## src/verilog/ivp_pkg.sv

```systemverilog
// package: offsets, field positions, reset values and source table of the vector/priority map
package ivp_pkg;
  // register byte offsets
  localparam logic [7:0] OFS_CTRL = 8'h00;
  localparam logic [7:0] OFS_VBASE = 8'h04;
  localparam logic [7:0] OFS_PRIO_A = 8'h08;
  localparam logic [7:0] OFS_PRIO_B = 8'h0C;
  localparam logic [7:0] OFS_PRIO_C = 8'h10;
  localparam logic [7:0] OFS_DMA0_VEC = 8'h14;
  localparam logic [7:0] OFS_DMA1_VEC = 8'h18;
  localparam logic [7:0] OFS_WDT_VEC = 8'h1C;
  localparam logic [7:0] OFS_ETH_VEC = 8'h20;
  localparam logic [7:0] OFS_RSV_SLOT = 8'h24;
  localparam logic [7:0] OFS_FRT_VEC_C = 8'h28;
  localparam logic [7:0] OFS_FRT_VEC_D = 8'h2C;
  localparam logic [7:0] OFS_ETH_STAT = 8'h30;
  localparam logic [7:0] OFS_ETH_PERM = 8'h34;
  localparam logic [7:0] OFS_MAC_PERM = 8'h38;
  localparam logic [7:0] OFS_EVT_STAT = 8'h3C;
  localparam logic [7:0] OFS_EVT_CLR = 8'h40;
  localparam logic [7:0] OFS_EVT_EN = 8'h44;
  // control fields
  localparam int CTRL_MODE_BIT = 0;
  localparam int CTRL_EXTV_BIT = 1;
  localparam logic [1:0] CTRL_RESET = 2'h0;
  localparam logic [15:0] PRIO_RESET = 16'h0000;
  localparam logic [15:0] VEC_RESET = 16'h0000;
  localparam logic [31:0] VBASE_RESET = 32'h0000_0000;
  // vector field positions inside a vector register
  localparam int VEC_HI_LSB = 8;
  localparam int VEC_LO_LSB = 0;
  // ethernet dma status sources
  localparam int ETH_SRC_N = 19;
  localparam int ETH_SUM_BIT = 18;
  localparam int MAC_SRC_N = 3;
  // event status bits
  localparam int EVT_N = 3;
  localparam int EVT_NMI = 0;
  localparam int EVT_UBRK = 1;
  localparam int EVT_ETH = 2;
  // fixed vectors and levels
  localparam logic [6:0] VEC_NMI = 7'h0B;
  localparam logic [6:0] VEC_UBRK = 7'h0C;
  localparam logic [6:0] VEC_DBG = 7'h0D;
  localparam logic [6:0] VEC_XIRQ0 = 7'h40;
  localparam logic [4:0] LVL_NMI = 5'h10;
  localparam logic [4:0] LVL_DBG = 5'h0F;
  // source slots, highest default order first
  localparam int SRC_N = 15;
  localparam int S_NMI = 0;
  localparam int S_UBRK = 1;
  localparam int S_DBG = 2;
  localparam int S_XIRQ = 3;
  localparam int S_DMA0 = 7;
  localparam int S_DMA1 = 8;
  localparam int S_ITI = 9;
  localparam int S_CMI = 10;
  localparam int S_ETH = 11;
  localparam int S_FRT = 12;
  // request towards the cpu core
  typedef struct packed {
    logic valid;
    logic [4:0] level;
    logic [6:0] vector;
  } ivp_cpu_req_t;
  // on-chip peripheral request lines
  typedef struct packed {
    logic [1:0] dma_end;
    logic interval_timer_request;
    logic refresh_compare_match_request;
    logic [2:0] frt;
  } ivp_periph_t;
endpackage : ivp_pkg

```

## src/verilog/ivp_ctrl.sv

```systemverilog
// interrupt vector and priority map: arbiter, vector/priority registers, ethernet request merge
//
// What this block does
// with external fetch on, a winning external pin takes an outside vector 0-127
// each on-chip source takes its vector from a software vector register field
// mode bit picks encoded level lines 1-15 or four separate request pins
// second ethernet vector slot is reserved: reads zero, writes ignored
// ethernet request is OR of status bits whose permit bits are set
// three mac status bits fold into one summary bit, at most 21 sources
// nmi vector 11 level 16, user break 12, debug 13 level 15, that order
// refresh match uses watchdog vector bits 6-0, interval timer bits 14-8
// four request pins use vectors 64-67, levels from priority register c fields
// ties go by fixed slot order; vector address is base plus four times vector
//
// The strobed register port and the register addresses are this design's own decisions.
`timescale 1ns/100ps
`default_nettype none
module ivp_ctrl #(
  parameter logic [4:0] UBRK_LEVEL = 5'h0F
) (
  input wire logic sys_clk_in,
  input wire logic rstn_in,
  input wire logic [7:0] addr_in,
  input wire logic [31:0] wdata_in,
  input wire logic wr_in,
  input wire logic rd_in,
  output logic [31:0] rdata_out,
  input wire logic nmi_in,
  input wire logic ubrk_in,
  input wire logic dbg_in,
  input wire logic [3:0] ext_req_in,
  input wire logic [6:0] ext_vec_in,
  input wire ivp_pkg::ivp_periph_t periph_in,
  input wire logic [17:0] eth_set_in,
  input wire logic [2:0] mac_status_in,
  input wire logic [3:0] cpu_mask_in,
  output ivp_pkg::ivp_cpu_req_t cpu_req_out,
  output logic [31:0] vec_addr_out,
  output logic eth_req_out,
  output logic int_out
);
  // elaboration check: no maskable source may sit above the non-maskable level
  if (UBRK_LEVEL > 5'h10) begin : g_bad_level
    $error("user break level above 16");
  end

  ////////////////////////////////////////////////////////////////////////////
  // registers
  logic [1:0] ctrl_r;
  logic [31:0] vbase_r;
  logic [15:0] prio_a_r, prio_b_r, prio_c_r;
  logic [15:0] dma0_vec_r, dma1_vec_r, wdt_vec_r, eth_vec_r, frt_c_r, frt_d_r;
  logic [ivp_pkg::ETH_SRC_N-1:0] eth_stat_r, eth_stat_nxt, eth_perm_r;
  logic [ivp_pkg::MAC_SRC_N-1:0] mac_perm_r;
  logic [ivp_pkg::EVT_N-1:0] evt_stat_r, evt_stat_nxt, evt_en_r, evt_set;
  logic nmi_d_r, ubrk_d_r, eth_d_r;

  // address decode
  wire logic wr_ctrl = wr_in && (addr_in == ivp_pkg::OFS_CTRL);
  wire logic wr_vbase = wr_in && (addr_in == ivp_pkg::OFS_VBASE);
  wire logic wr_pa = wr_in && (addr_in == ivp_pkg::OFS_PRIO_A);
  wire logic wr_pb = wr_in && (addr_in == ivp_pkg::OFS_PRIO_B);
  wire logic wr_pc = wr_in && (addr_in == ivp_pkg::OFS_PRIO_C);
  wire logic wr_d0 = wr_in && (addr_in == ivp_pkg::OFS_DMA0_VEC);
  wire logic wr_d1 = wr_in && (addr_in == ivp_pkg::OFS_DMA1_VEC);
  wire logic wr_wdt = wr_in && (addr_in == ivp_pkg::OFS_WDT_VEC);
  wire logic wr_eth = wr_in && (addr_in == ivp_pkg::OFS_ETH_VEC);
  wire logic wr_fc = wr_in && (addr_in == ivp_pkg::OFS_FRT_VEC_C);
  wire logic wr_fd = wr_in && (addr_in == ivp_pkg::OFS_FRT_VEC_D);
  wire logic wr_estat = wr_in && (addr_in == ivp_pkg::OFS_ETH_STAT);
  wire logic wr_eperm = wr_in && (addr_in == ivp_pkg::OFS_ETH_PERM);
  wire logic wr_mperm = wr_in && (addr_in == ivp_pkg::OFS_MAC_PERM);
  wire logic wr_eclr = wr_in && (addr_in == ivp_pkg::OFS_EVT_CLR);
  wire logic wr_een = wr_in && (addr_in == ivp_pkg::OFS_EVT_EN);
  // vector registers keep only the two 7-bit fields
  wire logic [15:0] vec_wmask = 16'h7F7F;
  wire logic [15:0] vec_wdata = wdata_in[15:0] & vec_wmask;

  // software-written configuration
  always_ff @(posedge sys_clk_in or negedge rstn_in) begin
    if (!rstn_in) begin
      ctrl_r <= ivp_pkg::CTRL_RESET;
      vbase_r <= ivp_pkg::VBASE_RESET;
      prio_a_r <= ivp_pkg::PRIO_RESET;
      prio_b_r <= ivp_pkg::PRIO_RESET;
      prio_c_r <= ivp_pkg::PRIO_RESET;
      dma0_vec_r <= ivp_pkg::VEC_RESET;
      dma1_vec_r <= ivp_pkg::VEC_RESET;
      wdt_vec_r <= ivp_pkg::VEC_RESET;
      eth_vec_r <= ivp_pkg::VEC_RESET;
      frt_c_r <= ivp_pkg::VEC_RESET;
      frt_d_r <= ivp_pkg::VEC_RESET;
      eth_perm_r <= '0;
      mac_perm_r <= '0;
      evt_en_r <= '0;
    end else begin
      if (wr_ctrl) ctrl_r <= wdata_in[1:0];
      if (wr_vbase) vbase_r <= wdata_in;
      if (wr_pa) prio_a_r <= wdata_in[15:0];
      if (wr_pb) prio_b_r <= wdata_in[15:0];
      if (wr_pc) prio_c_r <= wdata_in[15:0];
      if (wr_d0) dma0_vec_r <= vec_wdata;
      if (wr_d1) dma1_vec_r <= vec_wdata;
      if (wr_wdt) wdt_vec_r <= vec_wdata;
      if (wr_eth) eth_vec_r <= vec_wdata;
      if (wr_fc) frt_c_r <= vec_wdata;
      if (wr_fd) frt_d_r <= vec_wdata;
      if (wr_eperm) eth_perm_r <= wdata_in[ivp_pkg::ETH_SRC_N-1:0];
      if (wr_mperm) mac_perm_r <= wdata_in[ivp_pkg::MAC_SRC_N-1:0];
      if (wr_een) evt_en_r <= wdata_in[ivp_pkg::EVT_N-1:0];
    end
  end

  ////////////////////////////////////////////////////////////////////////////
  // ethernet dma status: write-one-to-clear, a set in the same cycle wins
  wire logic mac_sum = |(mac_status_in & mac_perm_r);
  wire logic [ivp_pkg::ETH_SRC_N-1:0] eth_set = {mac_sum, eth_set_in};
  wire logic [ivp_pkg::ETH_SRC_N-1:0] eth_clr =
    wr_estat ? wdata_in[ivp_pkg::ETH_SRC_N-1:0] : '0;
  assign eth_stat_nxt = (eth_stat_r & ~eth_clr) | eth_set;
  wire logic eth_comb = |(eth_stat_r & eth_perm_r);

  // event flags for the summary interrupt, rising edges only
  assign evt_set = {eth_comb && !eth_d_r, ubrk_in && !ubrk_d_r, nmi_in && !nmi_d_r};
  wire logic [ivp_pkg::EVT_N-1:0] evt_clr = wr_eclr ? wdata_in[ivp_pkg::EVT_N-1:0] : '0;
  assign evt_stat_nxt = (evt_stat_r & ~evt_clr) | evt_set;

  always_ff @(posedge sys_clk_in or negedge rstn_in) begin
    if (!rstn_in) begin
      eth_stat_r <= '0;
      evt_stat_r <= '0;
      nmi_d_r <= 1'b0;
      ubrk_d_r <= 1'b0;
      eth_d_r <= 1'b0;
    end else begin
      eth_stat_r <= eth_stat_nxt;
      evt_stat_r <= evt_stat_nxt;
      nmi_d_r <= nmi_in;
      ubrk_d_r <= ubrk_in;
      eth_d_r <= eth_comb;
    end
  end

  ////////////////////////////////////////////////////////////////////////////
  // per-slot request, level and vector
  logic src_req [ivp_pkg::SRC_N];
  logic [4:0] src_lvl [ivp_pkg::SRC_N];
  logic [6:0] src_vec [ivp_pkg::SRC_N];
  wire logic irq_mode = ctrl_r[ivp_pkg::CTRL_MODE_BIT];
  wire logic ext_fetch = ctrl_r[ivp_pkg::CTRL_EXTV_BIT];

  // fixed sources
  assign src_req[ivp_pkg::S_NMI] = nmi_in;
  assign src_lvl[ivp_pkg::S_NMI] = ivp_pkg::LVL_NMI;
  assign src_vec[ivp_pkg::S_NMI] = ivp_pkg::VEC_NMI;
  assign src_req[ivp_pkg::S_UBRK] = ubrk_in;
  assign src_lvl[ivp_pkg::S_UBRK] = UBRK_LEVEL;
  assign src_vec[ivp_pkg::S_UBRK] = ivp_pkg::VEC_UBRK;
  assign src_req[ivp_pkg::S_DBG] = dbg_in;
  assign src_lvl[ivp_pkg::S_DBG] = ivp_pkg::LVL_DBG;
  assign src_vec[ivp_pkg::S_DBG] = ivp_pkg::VEC_DBG;

  // external pins: separate requests, or slot 0 carries the encoded level
  for (genvar j = 0; j < 4; j++) begin : g_xirq
    wire logic [3:0] pc_fld = prio_c_r[15-4*j -: 4];
    wire logic [3:0] lvl_sel = irq_mode ? pc_fld : ((j == 0) ? ext_req_in : 4'h0);
    wire logic [6:0] auto_vec = irq_mode ? ivp_pkg::VEC_XIRQ0 + 7'(j)
                                         : ivp_pkg::VEC_XIRQ0 + 7'(ext_req_in[3:1]);
    assign src_req[ivp_pkg::S_XIRQ+j] = irq_mode ? ext_req_in[j] : (j == 0);
    assign src_lvl[ivp_pkg::S_XIRQ+j] = {1'b0, lvl_sel};
    assign src_vec[ivp_pkg::S_XIRQ+j] = ext_fetch ? ext_vec_in : auto_vec;
  end

  // on-chip sources take software vectors; shared fields ordered by slot
  assign src_req[ivp_pkg::S_DMA0] = periph_in.dma_end[0];
  assign src_lvl[ivp_pkg::S_DMA0] = {1'b0, prio_a_r[11:8]};
  assign src_vec[ivp_pkg::S_DMA0] = dma0_vec_r[ivp_pkg::VEC_LO_LSB +: 7];
  assign src_req[ivp_pkg::S_DMA1] = periph_in.dma_end[1];
  assign src_lvl[ivp_pkg::S_DMA1] = {1'b0, prio_a_r[11:8]};
  assign src_vec[ivp_pkg::S_DMA1] = dma1_vec_r[ivp_pkg::VEC_LO_LSB +: 7];
  assign src_req[ivp_pkg::S_ITI] = periph_in.interval_timer_request;
  assign src_lvl[ivp_pkg::S_ITI] = {1'b0, prio_a_r[7:4]};
  assign src_vec[ivp_pkg::S_ITI] = wdt_vec_r[ivp_pkg::VEC_HI_LSB +: 7];
  assign src_req[ivp_pkg::S_CMI] = periph_in.refresh_compare_match_request;
  assign src_lvl[ivp_pkg::S_CMI] = {1'b0, prio_a_r[7:4]};
  assign src_vec[ivp_pkg::S_CMI] = wdt_vec_r[ivp_pkg::VEC_LO_LSB +: 7];
  assign src_req[ivp_pkg::S_ETH] = eth_comb;
  assign src_lvl[ivp_pkg::S_ETH] = {1'b0, prio_b_r[15:12]};
  assign src_vec[ivp_pkg::S_ETH] = eth_vec_r[ivp_pkg::VEC_HI_LSB +: 7];
  assign src_req[ivp_pkg::S_FRT] = periph_in.frt[0];
  assign src_lvl[ivp_pkg::S_FRT] = {1'b0, prio_b_r[11:8]};
  assign src_vec[ivp_pkg::S_FRT] = frt_c_r[ivp_pkg::VEC_HI_LSB +: 7];
  assign src_req[ivp_pkg::S_FRT+1] = periph_in.frt[1];
  assign src_lvl[ivp_pkg::S_FRT+1] = {1'b0, prio_b_r[11:8]};
  assign src_vec[ivp_pkg::S_FRT+1] = frt_c_r[ivp_pkg::VEC_LO_LSB +: 7];
  assign src_req[ivp_pkg::S_FRT+2] = periph_in.frt[2];
  assign src_lvl[ivp_pkg::S_FRT+2] = {1'b0, prio_b_r[11:8]};
  assign src_vec[ivp_pkg::S_FRT+2] = frt_d_r[ivp_pkg::VEC_HI_LSB +: 7];

  ////////////////////////////////////////////////////////////////////////////
  // arbitration: strictly higher level replaces, so earlier slots win ties
  logic [4:0] win_lvl;
  logic [6:0] win_vec;
  logic win_found;
  logic [3:0] win_idx;
  always_comb begin
    win_lvl = {1'b0, cpu_mask_in};
    win_vec = 7'h00;
    win_found = 1'b0;
    win_idx = 4'h0;
    for (int i = 0; i < ivp_pkg::SRC_N; i++) begin
      if (src_req[i] && (src_lvl[i] > win_lvl)) begin
        win_lvl = src_lvl[i];
        win_vec = src_vec[i];
        win_found = 1'b1;
        win_idx = 4'(i);
      end
    end
  end
  wire logic [31:0] win_addr = vbase_r + {23'h0, win_vec, 2'b00};

  // read mux; reserved slot and unmapped offsets read zero
  logic [31:0] rd_mux;
  always_comb begin
    case (addr_in)
      ivp_pkg::OFS_CTRL: rd_mux = {30'h0, ctrl_r};
      ivp_pkg::OFS_VBASE: rd_mux = vbase_r;
      ivp_pkg::OFS_PRIO_A: rd_mux = {16'h0, prio_a_r};
      ivp_pkg::OFS_PRIO_B: rd_mux = {16'h0, prio_b_r};
      ivp_pkg::OFS_PRIO_C: rd_mux = {16'h0, prio_c_r};
      ivp_pkg::OFS_DMA0_VEC: rd_mux = {16'h0, dma0_vec_r};
      ivp_pkg::OFS_DMA1_VEC: rd_mux = {16'h0, dma1_vec_r};
      ivp_pkg::OFS_WDT_VEC: rd_mux = {16'h0, wdt_vec_r};
      ivp_pkg::OFS_ETH_VEC: rd_mux = {16'h0, eth_vec_r};
      ivp_pkg::OFS_RSV_SLOT: rd_mux = 32'h0000_0000;
      ivp_pkg::OFS_FRT_VEC_C: rd_mux = {16'h0, frt_c_r};
      ivp_pkg::OFS_FRT_VEC_D: rd_mux = {16'h0, frt_d_r};
      ivp_pkg::OFS_ETH_STAT: rd_mux = {13'h0, eth_stat_r};
      ivp_pkg::OFS_ETH_PERM: rd_mux = {13'h0, eth_perm_r};
      ivp_pkg::OFS_MAC_PERM: rd_mux = {29'h0, mac_perm_r};
      ivp_pkg::OFS_EVT_STAT: rd_mux = {29'h0, evt_stat_r};
      ivp_pkg::OFS_EVT_EN: rd_mux = {29'h0, evt_en_r};
      default: rd_mux = 32'h0000_0000;
    endcase
  end

  // registered outputs, one cycle behind their cause
  always_ff @(posedge sys_clk_in or negedge rstn_in) begin
    if (!rstn_in) begin
      cpu_req_out <= '0;
      vec_addr_out <= 32'h0000_0000;
      eth_req_out <= 1'b0;
      int_out <= 1'b0;
      rdata_out <= 32'h0000_0000;
    end else begin
      cpu_req_out <= '{valid: win_found, level: win_lvl, vector: win_vec};
      vec_addr_out <= win_addr;
      eth_req_out <= eth_comb;
      int_out <= |(evt_stat_nxt & evt_en_r);
      rdata_out <= rd_in ? rd_mux : 32'h0000_0000;
    end
  end

  ////////////////////////////////////////////////////////////////////////////
  // checks
  a_nmi_fixed: assert property (@(posedge sys_clk_in) disable iff (!rstn_in)
    nmi_in |=> cpu_req_out.valid && cpu_req_out.level == 5'h10 && cpu_req_out.vector == 7'h0B)
    else $error("nmi not presented at vector 11 level 16");
  a_debug_fixed: assert property (@(posedge sys_clk_in) disable iff (!rstn_in)
    dbg_in && !nmi_in && !ubrk_in && cpu_mask_in != 4'hF
    |=> cpu_req_out.level == 5'h0F && cpu_req_out.vector == 7'h0D)
    else $error("debug port not presented at vector 13 level 15");
  a_vec_address: assert property (@(posedge sys_clk_in) disable iff (!rstn_in)
    cpu_req_out.valid |-> vec_addr_out == $past(vbase_r) + {23'h0, cpu_req_out.vector, 2'b00})
    else $error("vector address is not base plus four times vector");
  a_wdt_share: assert property (@(posedge sys_clk_in) disable iff (!rstn_in)
    win_found && win_idx == 4'(ivp_pkg::S_CMI) |=> cpu_req_out.vector == $past(wdt_vec_r[6:0]))
    else $error("refresh match vector not from low watchdog field");
  a_share_order: assert property (@(posedge sys_clk_in) disable iff (!rstn_in)
    periph_in.interval_timer_request && periph_in.refresh_compare_match_request && win_found && win_idx == 4'(ivp_pkg::S_CMI) |-> 1'b0)
    else $error("refresh match beat interval timer on a shared field");
  a_periph_vec: assert property (@(posedge sys_clk_in) disable iff (!rstn_in)
    win_found && win_idx == 4'(ivp_pkg::S_DMA0) |=> cpu_req_out.vector == $past(dma0_vec_r[6:0]))
    else $error("dma vector not taken from its register");
  a_reserved_zero: assert property (@(posedge sys_clk_in) disable iff (!rstn_in)
    rd_in && addr_in == ivp_pkg::OFS_RSV_SLOT |=> rdata_out == 32'h0000_0000)
    else $error("reserved vector slot read nonzero");
  a_eth_permit: assert property (@(posedge sys_clk_in) disable iff (!rstn_in)
    eth_perm_r == '0 |=> !eth_req_out)
    else $error("ethernet request without any permit bit");
  a_mac_summary: assert property (@(posedge sys_clk_in) disable iff (!rstn_in)
    |(mac_status_in & mac_perm_r) |=> eth_stat_r[ivp_pkg::ETH_SUM_BIT])
    else $error("mac status not folded into summary bit");
  a_ext_vector: assert property (@(posedge sys_clk_in) disable iff (!rstn_in)
    ext_fetch && win_found && win_idx == 4'(ivp_pkg::S_XIRQ)
    |=> cpu_req_out.vector == $past(ext_vec_in))
    else $error("external vector not used");
  a_encoded_top: assert property (@(posedge sys_clk_in) disable iff (!rstn_in)
    !irq_mode && !ext_fetch && ext_req_in == 4'hF && !nmi_in && !ubrk_in && !dbg_in
    && cpu_mask_in != 4'hF |=> cpu_req_out.level == 5'h0F && cpu_req_out.vector == 7'h47)
    else $error("encoded level 15 not presented");
  a_irq_level: assert property (@(posedge sys_clk_in) disable iff (!rstn_in)
    irq_mode && win_found && win_idx == 4'(ivp_pkg::S_XIRQ+1) && !ext_fetch
    |=> cpu_req_out.vector == 7'h41 && cpu_req_out.level == {1'b0, $past(prio_c_r[11:8])})
    else $error("request pin 1 vector or level wrong");
endmodule : ivp_ctrl
`default_nettype wire

```

## config.mk

```make
export PLATFORM = sky130hd
export DESIGN_NAME = ivp_ctrl
export DESIGN_NICKNAME = d
export VERILOG_FILES = /design/src/verilog/ivp_pkg.sv /design/src/verilog/ivp_ctrl.sv
export SDC_FILE = /design/constraint.sdc
export NUM_CORES = 1
export LEC_CHECK = 0
export ABC_AREA = 1
export BUFFER_PORTS_ARGS = -buffer_cell sky130_fd_sc_hd__clkbuf_2
export CAP_MARGIN = 15
export CORE_ASPECT_RATIO = 0.7
export CORE_UTILIZATION = 59
export DETAILED_ROUTE_END_ITERATION = 10
export PLACE_DENSITY = 0.8
export SYNTH_ARGS = -nofsm -noshare
export SYNTH_HDL_FRONTEND = slang
export SYNTH_SLANG_ARGS = --single-unit
```

## constraint.sdc

```tcl
create_clock -name sys_clk_in -period 21.5 [get_ports sys_clk_in]
set_input_delay 3.225 -clock sys_clk_in [delete_from_list [all_inputs] [get_ports sys_clk_in]]
set_output_delay 3.225 -clock sys_clk_in [all_outputs]
set_load 0.01 [all_outputs]
```

==> results.md, run 1 <==
* Core Area at around 0.025 mm2
* Hold Crit Start: vbase_r[0]$_DFFE_PN0P_
* Largest net degree at the start of global routing at approximately 100
* Total CTS buffers at 27
* Cell accounting for the most synthesized area: dfrtp_1
* CTS clk-pin slew, worst paths at ~70 ps
* Die Span Y at 136 um
* Setup Crit Path Kind: in -> reg
* Rel. slew slack at between 20% and 30%
* Placer congestion estimate at 0.998
* Hold WC Path Type: reg -> reg
* Syn avg cell area at 8.06 um2
* Vias per std cell at ~6.2
* Met1 wire length at around 21 mm
* Post-route ant nets at 0
* Clock Skews at roughly 26 ps
* Synth top area cells: dfrtp_1 49%, nand2_1 13%, o21ai_0 9.2%
* Worst setup SP type: primary input
* Top Metal Used: met4
* Status: completed
* Die area at between 0.02 and 0.03 mm2
* Tot Pwr at 1320 uW
* Layout cell share with drive strength beyond 1 at about 16%
* Cell Rows at 48
* Final setup violating endpoints at 0
* Final-stage net count at ~2.1k
* Post-Syn Instances at between 1.5k and 2k
* Worst r2r src: ctrl_r[0]$_DFFE_PN0P_
* Clk root buf: clkbuf_16
* Unique masters post-synth at 47
* Wire length on met3 at approximately 7.9 mm
* Synthesis warning total at 0
* Fin Setup TNS at 0 ps
* Req. time, crit path at roughly 22000 ps
* Initial antenna violation count at 0
* Final period utilization at between 90 and 100%
* Area Growth Syn to Fin at 14.5%
* Min Hold Slack at between 400 and 500 ps
* Pwr/cell area at between 70 and 80 mW/mm2
* Critical Path Sink Type: register
* Slew @ Worst Pin at between 1000 and 1500 ps
* Pleak at about 0.0086 uW
* Critical path data arrival time at between 20000 and 25000 ps
* R2R setup slack at ~3300 ps
* Routed WL at ~51 mm
* Pre-CTS WS at -610 ps
* Clk Latency, worst-skew pair at ~560 ps
* Yosys reg bits at approximately 300
* Detailed placement HPWL at 35.6 mm
* MaxCap Viol Count at 0
* Minimum clock period at around 20000 ps
* Wire length per cell at 21.4 um
* Syn Nets at 2005
* GRT Overall Usage at between 30% and 40%
* Synthesized area at roughly 0.015 mm2
* TritonCTS Sinks at 294
* First-pass DRT Iterations at 6
* Commonest non-fill, non-tap cells in the layout: 512 x nand2_1, 294 x dfrtp_1, 268 x o21ai_0, 199 x inv_1, 167 x clkbuf_2
* Hold Fails Final Rpt at 0
* Sequential fraction of the synthesis area at a little under 50%
* CTS H-tree lvls at 1
* DR iter-0 viols at about 2k
* CTS Buffer Depth at 3
* PortBufs at 168
* Overflow after GRT at 0
* CTS tree: yes
* Slew Viols, Final at 0
* Worst path slowest cell: o21ai_0
* First-pass GRT wire length at around 77 mm
* Max Freq at ~50 MHz
* Commonest non-fill, non-tap cell in the layout: nand2_1
* Post-synth EDFFs at 0
* Ys async rst share at between 90% and 100%
* DRC at 0
* Max incr delay on CP at about 360 ps
* Vias at roughly 15k
* Post-route setup slack at roughly 1500 ps
* Number of global-route vias before repair at approximately 14k
* Crit path max fanout at 22
* Peak VDD IR at between 0.05 and 0.06 mV
* Top_reg_cell synth: dfrtp_1
* Initial Utilization at 60.8%
* Yosys top cell area share at between 40% and 50%
* CP dominant cell by count: nand2_1
* Met2 wire len at about 20 mm
* Worst Setup SP: cpu_mask_in[3]
* Top Ports at ~170
* DIE WIDTH at 194 um
[routing by layer]
layer / GRT usage, % / vias to the layer above
met1: 57.0 / 7017
met4: 10.5 / 0
met3: 12.0 / 119
met2: 52.9 / 1124
li1: - / 6498
met5: 0 / -
[registers in the layout, indices dropped and copies added (netlist names), 13 cells and up]
| name | cells |
|---|---|
| eth_stat_r | 19 |
| eth_perm_r | 19 |
| prio_c_r | 16 |
| vec_addr_out | 32 |
| prio_a_r | 16 |
| frt_c_r | 14 |
| vbase_r | 32 |
| eth_vec_r | 14 |
| dma0_vec_r | 14 |
| prio_b_r | 16 |
| wdt_vec_r | 14 |
| cpu_req_out | 13 |
| dma1_vec_r | 14 |
| rdata_out | 32 |
| frt_d_r | 14 |
[worst max-delay path, delay by kind of cell]
family          cells  cell delay (ps)
simple gates       76             8330
buf+inv            20             1380
fa+ha+maj          14             3820
compound gates     20             3460
xor+xnor            1              150
[kinds of logic after synthesis]
| kind of cell | synth area share (%) |
|---|---|
| AND/OR/NAND/NOR | 22.7 |
| AO/OA/AOI/OAI | 16.3 |
| buffers and inverters | 7.60 |
| flip-flops | 48.5 |
| adder cells (fa/ha/maj) | 2.94 |
| XOR/XNOR | 1.62 |
| multiplexers | 0.297 |
[cell type report]
class                      instances  area [um2]
tap                              325         407
clock buffer                      31         721
antenna                            2        5.00
sequential                       294        7360
timing repair buffer             191        1030
inverter                         206         776
fill                            1968        7570
clock inverter                    18         239
multi-input combinational       1295        6820
[synth_stat cells, types with 2 or more instances]
cell type  count
a21oi_1       37
mux2_2         4
nand3_1      103
o31ai_1        4
inv_2          6
buf_2         12
nand3_4        2
xor2_1        24
inv_1        200
o21ai_0      278
a31oi_1        8
a221oi_1      34
ha_1          34
dfrtp_1      294
nor2_1        78
nor2_4         3
a21boi_1       4
nand2_2       28
nand2_1      514
nand2_4        5
buf_4          2
a21oi_2        5
a211oi_1       3
a22o_1         8
o21bai_1       2
nor4_1         3
nand4_1       21
buf_6          3
o22ai_1       10
and3_1         2
o211ai_1      18
nor2_2         4
nor3_1        22
clkbuf_1      72
xnor2_1        4
nand3_2        4
o2111ai_1      2
nand3b_1       6
a21boi_2       2
a41oi_1        5
o21ai_1        4
[stage by stage]
stage / utilization (%) / area (um2) / cells
2_1_floorplan: - / 15200 / 1880
4_1_cts: 68.7 / 17100 / 2347
6_report: 69.6 / 17400 / 2362
3_3_place_gp: 64.8 / 16200 / 2298
3_5_place_dp: 64.8 / 16200 / 2298
5_1_grt: 69.6 / 17300 / 2360
[where the power goes]
| part | switching, uW | internal (uW) |
|---|---|---|
| registers | 23.0 | 581 |
| logic | 128 | 62.0 |
| clock network | 221 | 302 |
[path summary, 6_finish.rpt]
check                                                  end  cells after the start
worst max register to register  vec_addr_out[30]$_DFF_PN0_                    129
min in group asynchronous        cpu_req_out[11]$_DFF_PN0_                      1
worst max-delay path            vec_addr_out[30]$_DFF_PN0_                    131
worst min register to register   vec_addr_out[0]$_DFF_PN0_                      0
worst min-delay path             vec_addr_out[0]$_DFF_PN0_                      0
max in group asynchronous       eth_perm_r[15]$_DFFE_PN0P_                      2
[repair_timing]
item | in CTS | in global routing
hold buffers | 0 | 0
endpoints found under the setup margin | 5 | 25
cloned | 0 | 4
pin swaps | 0 | 6
setup buffers | 0 | 9
resized for setup | 2 | 36
Note: power is estimated with default switching activity, not from simulation.
==> inputs of run 2 (changes only) <==
--- a/config.mk
+++ b/config.mk
@@ -5,13 +5,14 @@
 export SDC_FILE = /design/constraint.sdc
 export NUM_CORES = 1
 export LEC_CHECK = 0
-export ABC_AREA = 1
+export ABC_AREA = 0
 export BUFFER_PORTS_ARGS = -buffer_cell sky130_fd_sc_hd__clkbuf_2
 export CAP_MARGIN = 15
 export CORE_ASPECT_RATIO = 0.7
-export CORE_UTILIZATION = 59
+export CORE_UTILIZATION = 60
 export DETAILED_ROUTE_END_ITERATION = 10
-export PLACE_DENSITY = 0.8
+export PLACE_DENSITY = 0.81
+export REMOVE_ABC_BUFFERS = 1
 export SYNTH_ARGS = -nofsm -noshare
 export SYNTH_HDL_FRONTEND = slang
 export SYNTH_SLANG_ARGS = --single-unit
==> run 2 against run 1 <==
Effect of this change: the flow now finishes with violations (setup timing); core utilization is 9.7 points higher; sequential share of layout area is 6.3 points lower; first-iteration DRC count is 7.4% lower; hold slack worse by 51 ps; via count fell by 0.64%; cell count down 10%; flip-flop and latch count is the same; maximum frequency is 15% lower; synthesized area rose by 3.5%; critical path depth fell by 7; register-to-register slack worse by 3700 ps; critical endpoint is now vec_addr_out[26]$_DFF_PN0_; highest routed layer is now met5.
==> results.md, run 2 <==
* Commonest non-fill, non-tap cells in the layout: 294 x dfrtp_1, 226 x buf_4, 200 x mux2_2, 164 x clkbuf_2, 106 x nand2_1
* CTS tree: yes
* Worst setup SP type: primary input
* Failing checks: setup timing
* Initial Utilization at 61.1%
* Die area at approximately 0.027 mm2
* Post-synth EDFFs at 0
* RSZ-0062 raised after global routing: true
* CTS Buffer Depth at 3
* Layout cell share with drive strength beyond 1 at a little under half
* Met1 global-route usage at approximately three fifths
* Worst path slowest cell: or4_4
* Unique masters post-synth at 96
* Tot Pwr at 1440 uW
* Total CTS buffers at 28
* Clock Skews at 24.8 ps
* CTS H-tree lvls at 1
* Met2 usage at approximately three fifths
* Core Area at ~0.026 mm2
* Overflow after GRT at 0
* Cell Rows at ~50
* CTS clk-pin slew, worst paths at ~70 ps
* Slew Viols, Final at 0
* Worst Setup SP: ubrk_in
* Vias per std cell at slightly below 7
* Slew @ Worst Pin at 1130 ps
* Crit path max fanout at 5
* Final period utilization at 110%
* Wire length per cell at 28.0 um
* Top_reg_cell synth: dfrtp_1
* Post-Syn Instances at 1424
* Pleak at around 0.0097 uW
* Vias at approximately 15k
* TritonCTS Sinks at slightly below 300
* Yosys top cell area share at ~47%
* Worst setup path endpoint: vec_addr_out[26]$_DFF_PN0_
* Post-CTS Hold Buffers at 0
* Max Freq at roughly 42 MHz
* GRT Overall Usage at a little over two fifths
* Top Ports at roughly 170
* Final-stage net count at approximately 1.9k
* Clk root buf: clkbuf_16
* Busiest metal layer after global routing: met2
* Yosys reg bits at approximately 300
* Placer congestion estimate at just under 1
* Status: finished, violations left
* Met3 GRT Util at about 14%
* CP dominant cell by count: nor2b_4
* Ys async rst share at 100%
* Die Span Y at 137 um
* Critical Path Sink Type: register
* DRC at 0
* Min Hold Slack at approximately 420 ps
* MaxCap Viol Count at 0
* Sequential fraction of the synthesis area at a little under half
* Post-route ant nets at 0
* Placed cell area at about 0.018 mm2
* PortBufs at ~170
* Synthesis warning total at 0
* Final std cells w/o fill at roughly 2.1k
* Cell area after layout at 0.0204 mm2
* Minimum clock period at 23600 ps
* Setup Crit Path Kind: in -> reg
* Most repeated cell in the gate-level netlist after synthesis: dfrtp_1
* Routed WL at a little under 60 mm
* First-pass DRT Iterations at 9
* Initial antenna violation count at 2
* Max incr delay on CP at roughly 420 ps
* Cell accounting for the most synthesized area: dfrtp_1
* Final design utilization at 79.3%
* Area Growth Syn to Fin at 29.9%
* DR iter-0 viols at between 1.5k and 2k
* Pwr/cell area at about 70 mW/mm2
* Syn avg cell area at around 11 um2
* Top flop regs: rdata_out: 32 flops, vbase_r: 32 flops, vec_addr_out: 32 flops
* Critical path data arrival time at 24040 ps
* R2R cell count at between 100 and 150
* R2R setup slack at -350 ps
* Terminus of the critical flop-to-flop path: vec_addr_out[26]$_DFF_PN0_
* Cell total after placement at between 1.5k and 2k
* Synth top cells by count: 294 x dfrtp_1, 207 x mux2_2, 120 x nand2_1
* Post-route setup slack at -2100 ps
* Fillers at roughly 1.5k
* Synthesized area at around 0.016 mm2
* First-pass GRT wire length at about 85 mm
* Detailed placement HPWL at between 30 and 40 mm
* Synth top area cells: dfrtp_1 47%, mux2_2 15%, nand2_1 2.9%
* Clk Latency, worst-skew pair at approximately 580 ps
* Final setup violating endpoints at 42
* Number of global-route vias before repair at 14.2k
* Commonest non-fill, non-tap cell in the layout: dfrtp_1
* Worst r2r src: ctrl_r[0]$_DFFE_PN0P_
* Largest net degree at the start of global routing at roughly 170
* Rel. slew slack at between 20% and 30%
* Peak VDD IR at between 0.06 and 0.07 mV
* Hold Fails Final Rpt at 0
* Hold WC Path Type: reg -> reg
* Req. time, crit path at approximately 22000 ps
* DIE WIDTH at 195 um
[run 2: cell types whose count changed after synthesis, sizes merged, moves of 19 or more]
cell and change:
a22oi +44, and3 +21, xnor2 +25, and2 +23
nand2 -426, inv -164, o21ai -242, mux2 +212
mux2i +19, nand3 -83, a21o +21, a31oi +19
a22o +25
[run 2: worst min-delay path by stage]
stage                                      start                         to  slack [ps]  depth (start not counted)
after floorplan           vbase_r[0]$_DFFE_PN0P_  vec_addr_out[0]$_DFF_PN0_         370                          0
after detailed placement  vbase_r[0]$_DFFE_PN0P_  vec_addr_out[0]$_DFF_PN0_         400                          0
after global routing      vbase_r[1]$_DFFE_PN0P_  vec_addr_out[1]$_DFF_PN0_         440                          0
after global placement    vbase_r[0]$_DFFE_PN0P_  vec_addr_out[0]$_DFF_PN0_         390                          0
final                     vbase_r[1]$_DFFE_PN0P_  vec_addr_out[1]$_DFF_PN0_         420                          0
after CTS                 vbase_r[0]$_DFFE_PN0P_  vec_addr_out[0]$_DFF_PN0_         420                          0
[run 2: where the power goes]
group | internal, uW | switching [uW] | total, uW
clock | 309 | 229 | 538
combinational | 136 | 157 | 292
sequential | 582 | 30.7 | 613
total | 1030 | 417 | 1440
[run 2: cell families after synthesis]
family          count (synthesis)  synth area share (%)
compound gates                353                  17.1
simple gates                  342                  10.8
flops                         294                  46.9
mux                           235                  16.8
buf+inv                       125                  3.25
fa+ha+maj                      38                  3.03
xor+xnor                       37                  2.07
[run 2: final cells by class]
class	count	area, um2	share of cell area, %
diodes	1	2.50	0.0123
clock buffers	35	787	3.86
clock inverters	15	215	1.06
inverters	42	168	0.823
multi-input cells	1005	8770	43.0
flip-flops and latches	294	7360	36.1
well taps	331	414	2.03
repair buffers	402	2670	13.1
[run 2: timing repair]
item / in CTS / in global routing
buffers inserted: 61 / 20
pin swaps: 81 / 84
gates resized for setup: 137 / 73
endpoints found under the setup margin: 33 / 42
[run 2: worst max-delay path, delay by kind of cell]
kind	cells	cell delay (ps)
and+or+nand+nor	47	6850
AOI/OAI and AO/OA	41	6830
adders and majority gates	15	4010
muxes	7	1780
buffers and inverters	13	1160
xor gates and xnor gates	1	160
[run 2: per-stage QoR]
stage	TNS, ps	setup slack (ps)
5_1_grt	-72080	-2590
4_1_cts	-2560	-279
3_5_place_dp	-60900	-2440
6_report	-53280	-2100
2_1_floorplan	-114530	-3710
3_3_place_gp	-30620	-1530
[run 2: per-layer routing]
metal / vias up / wire length [um]
li1: 5991 / -
met1: 7087 / 22400
met2: 1266 / 24900
met3: 316 / 8960
met4: 4 / 3170
met5: - / 103
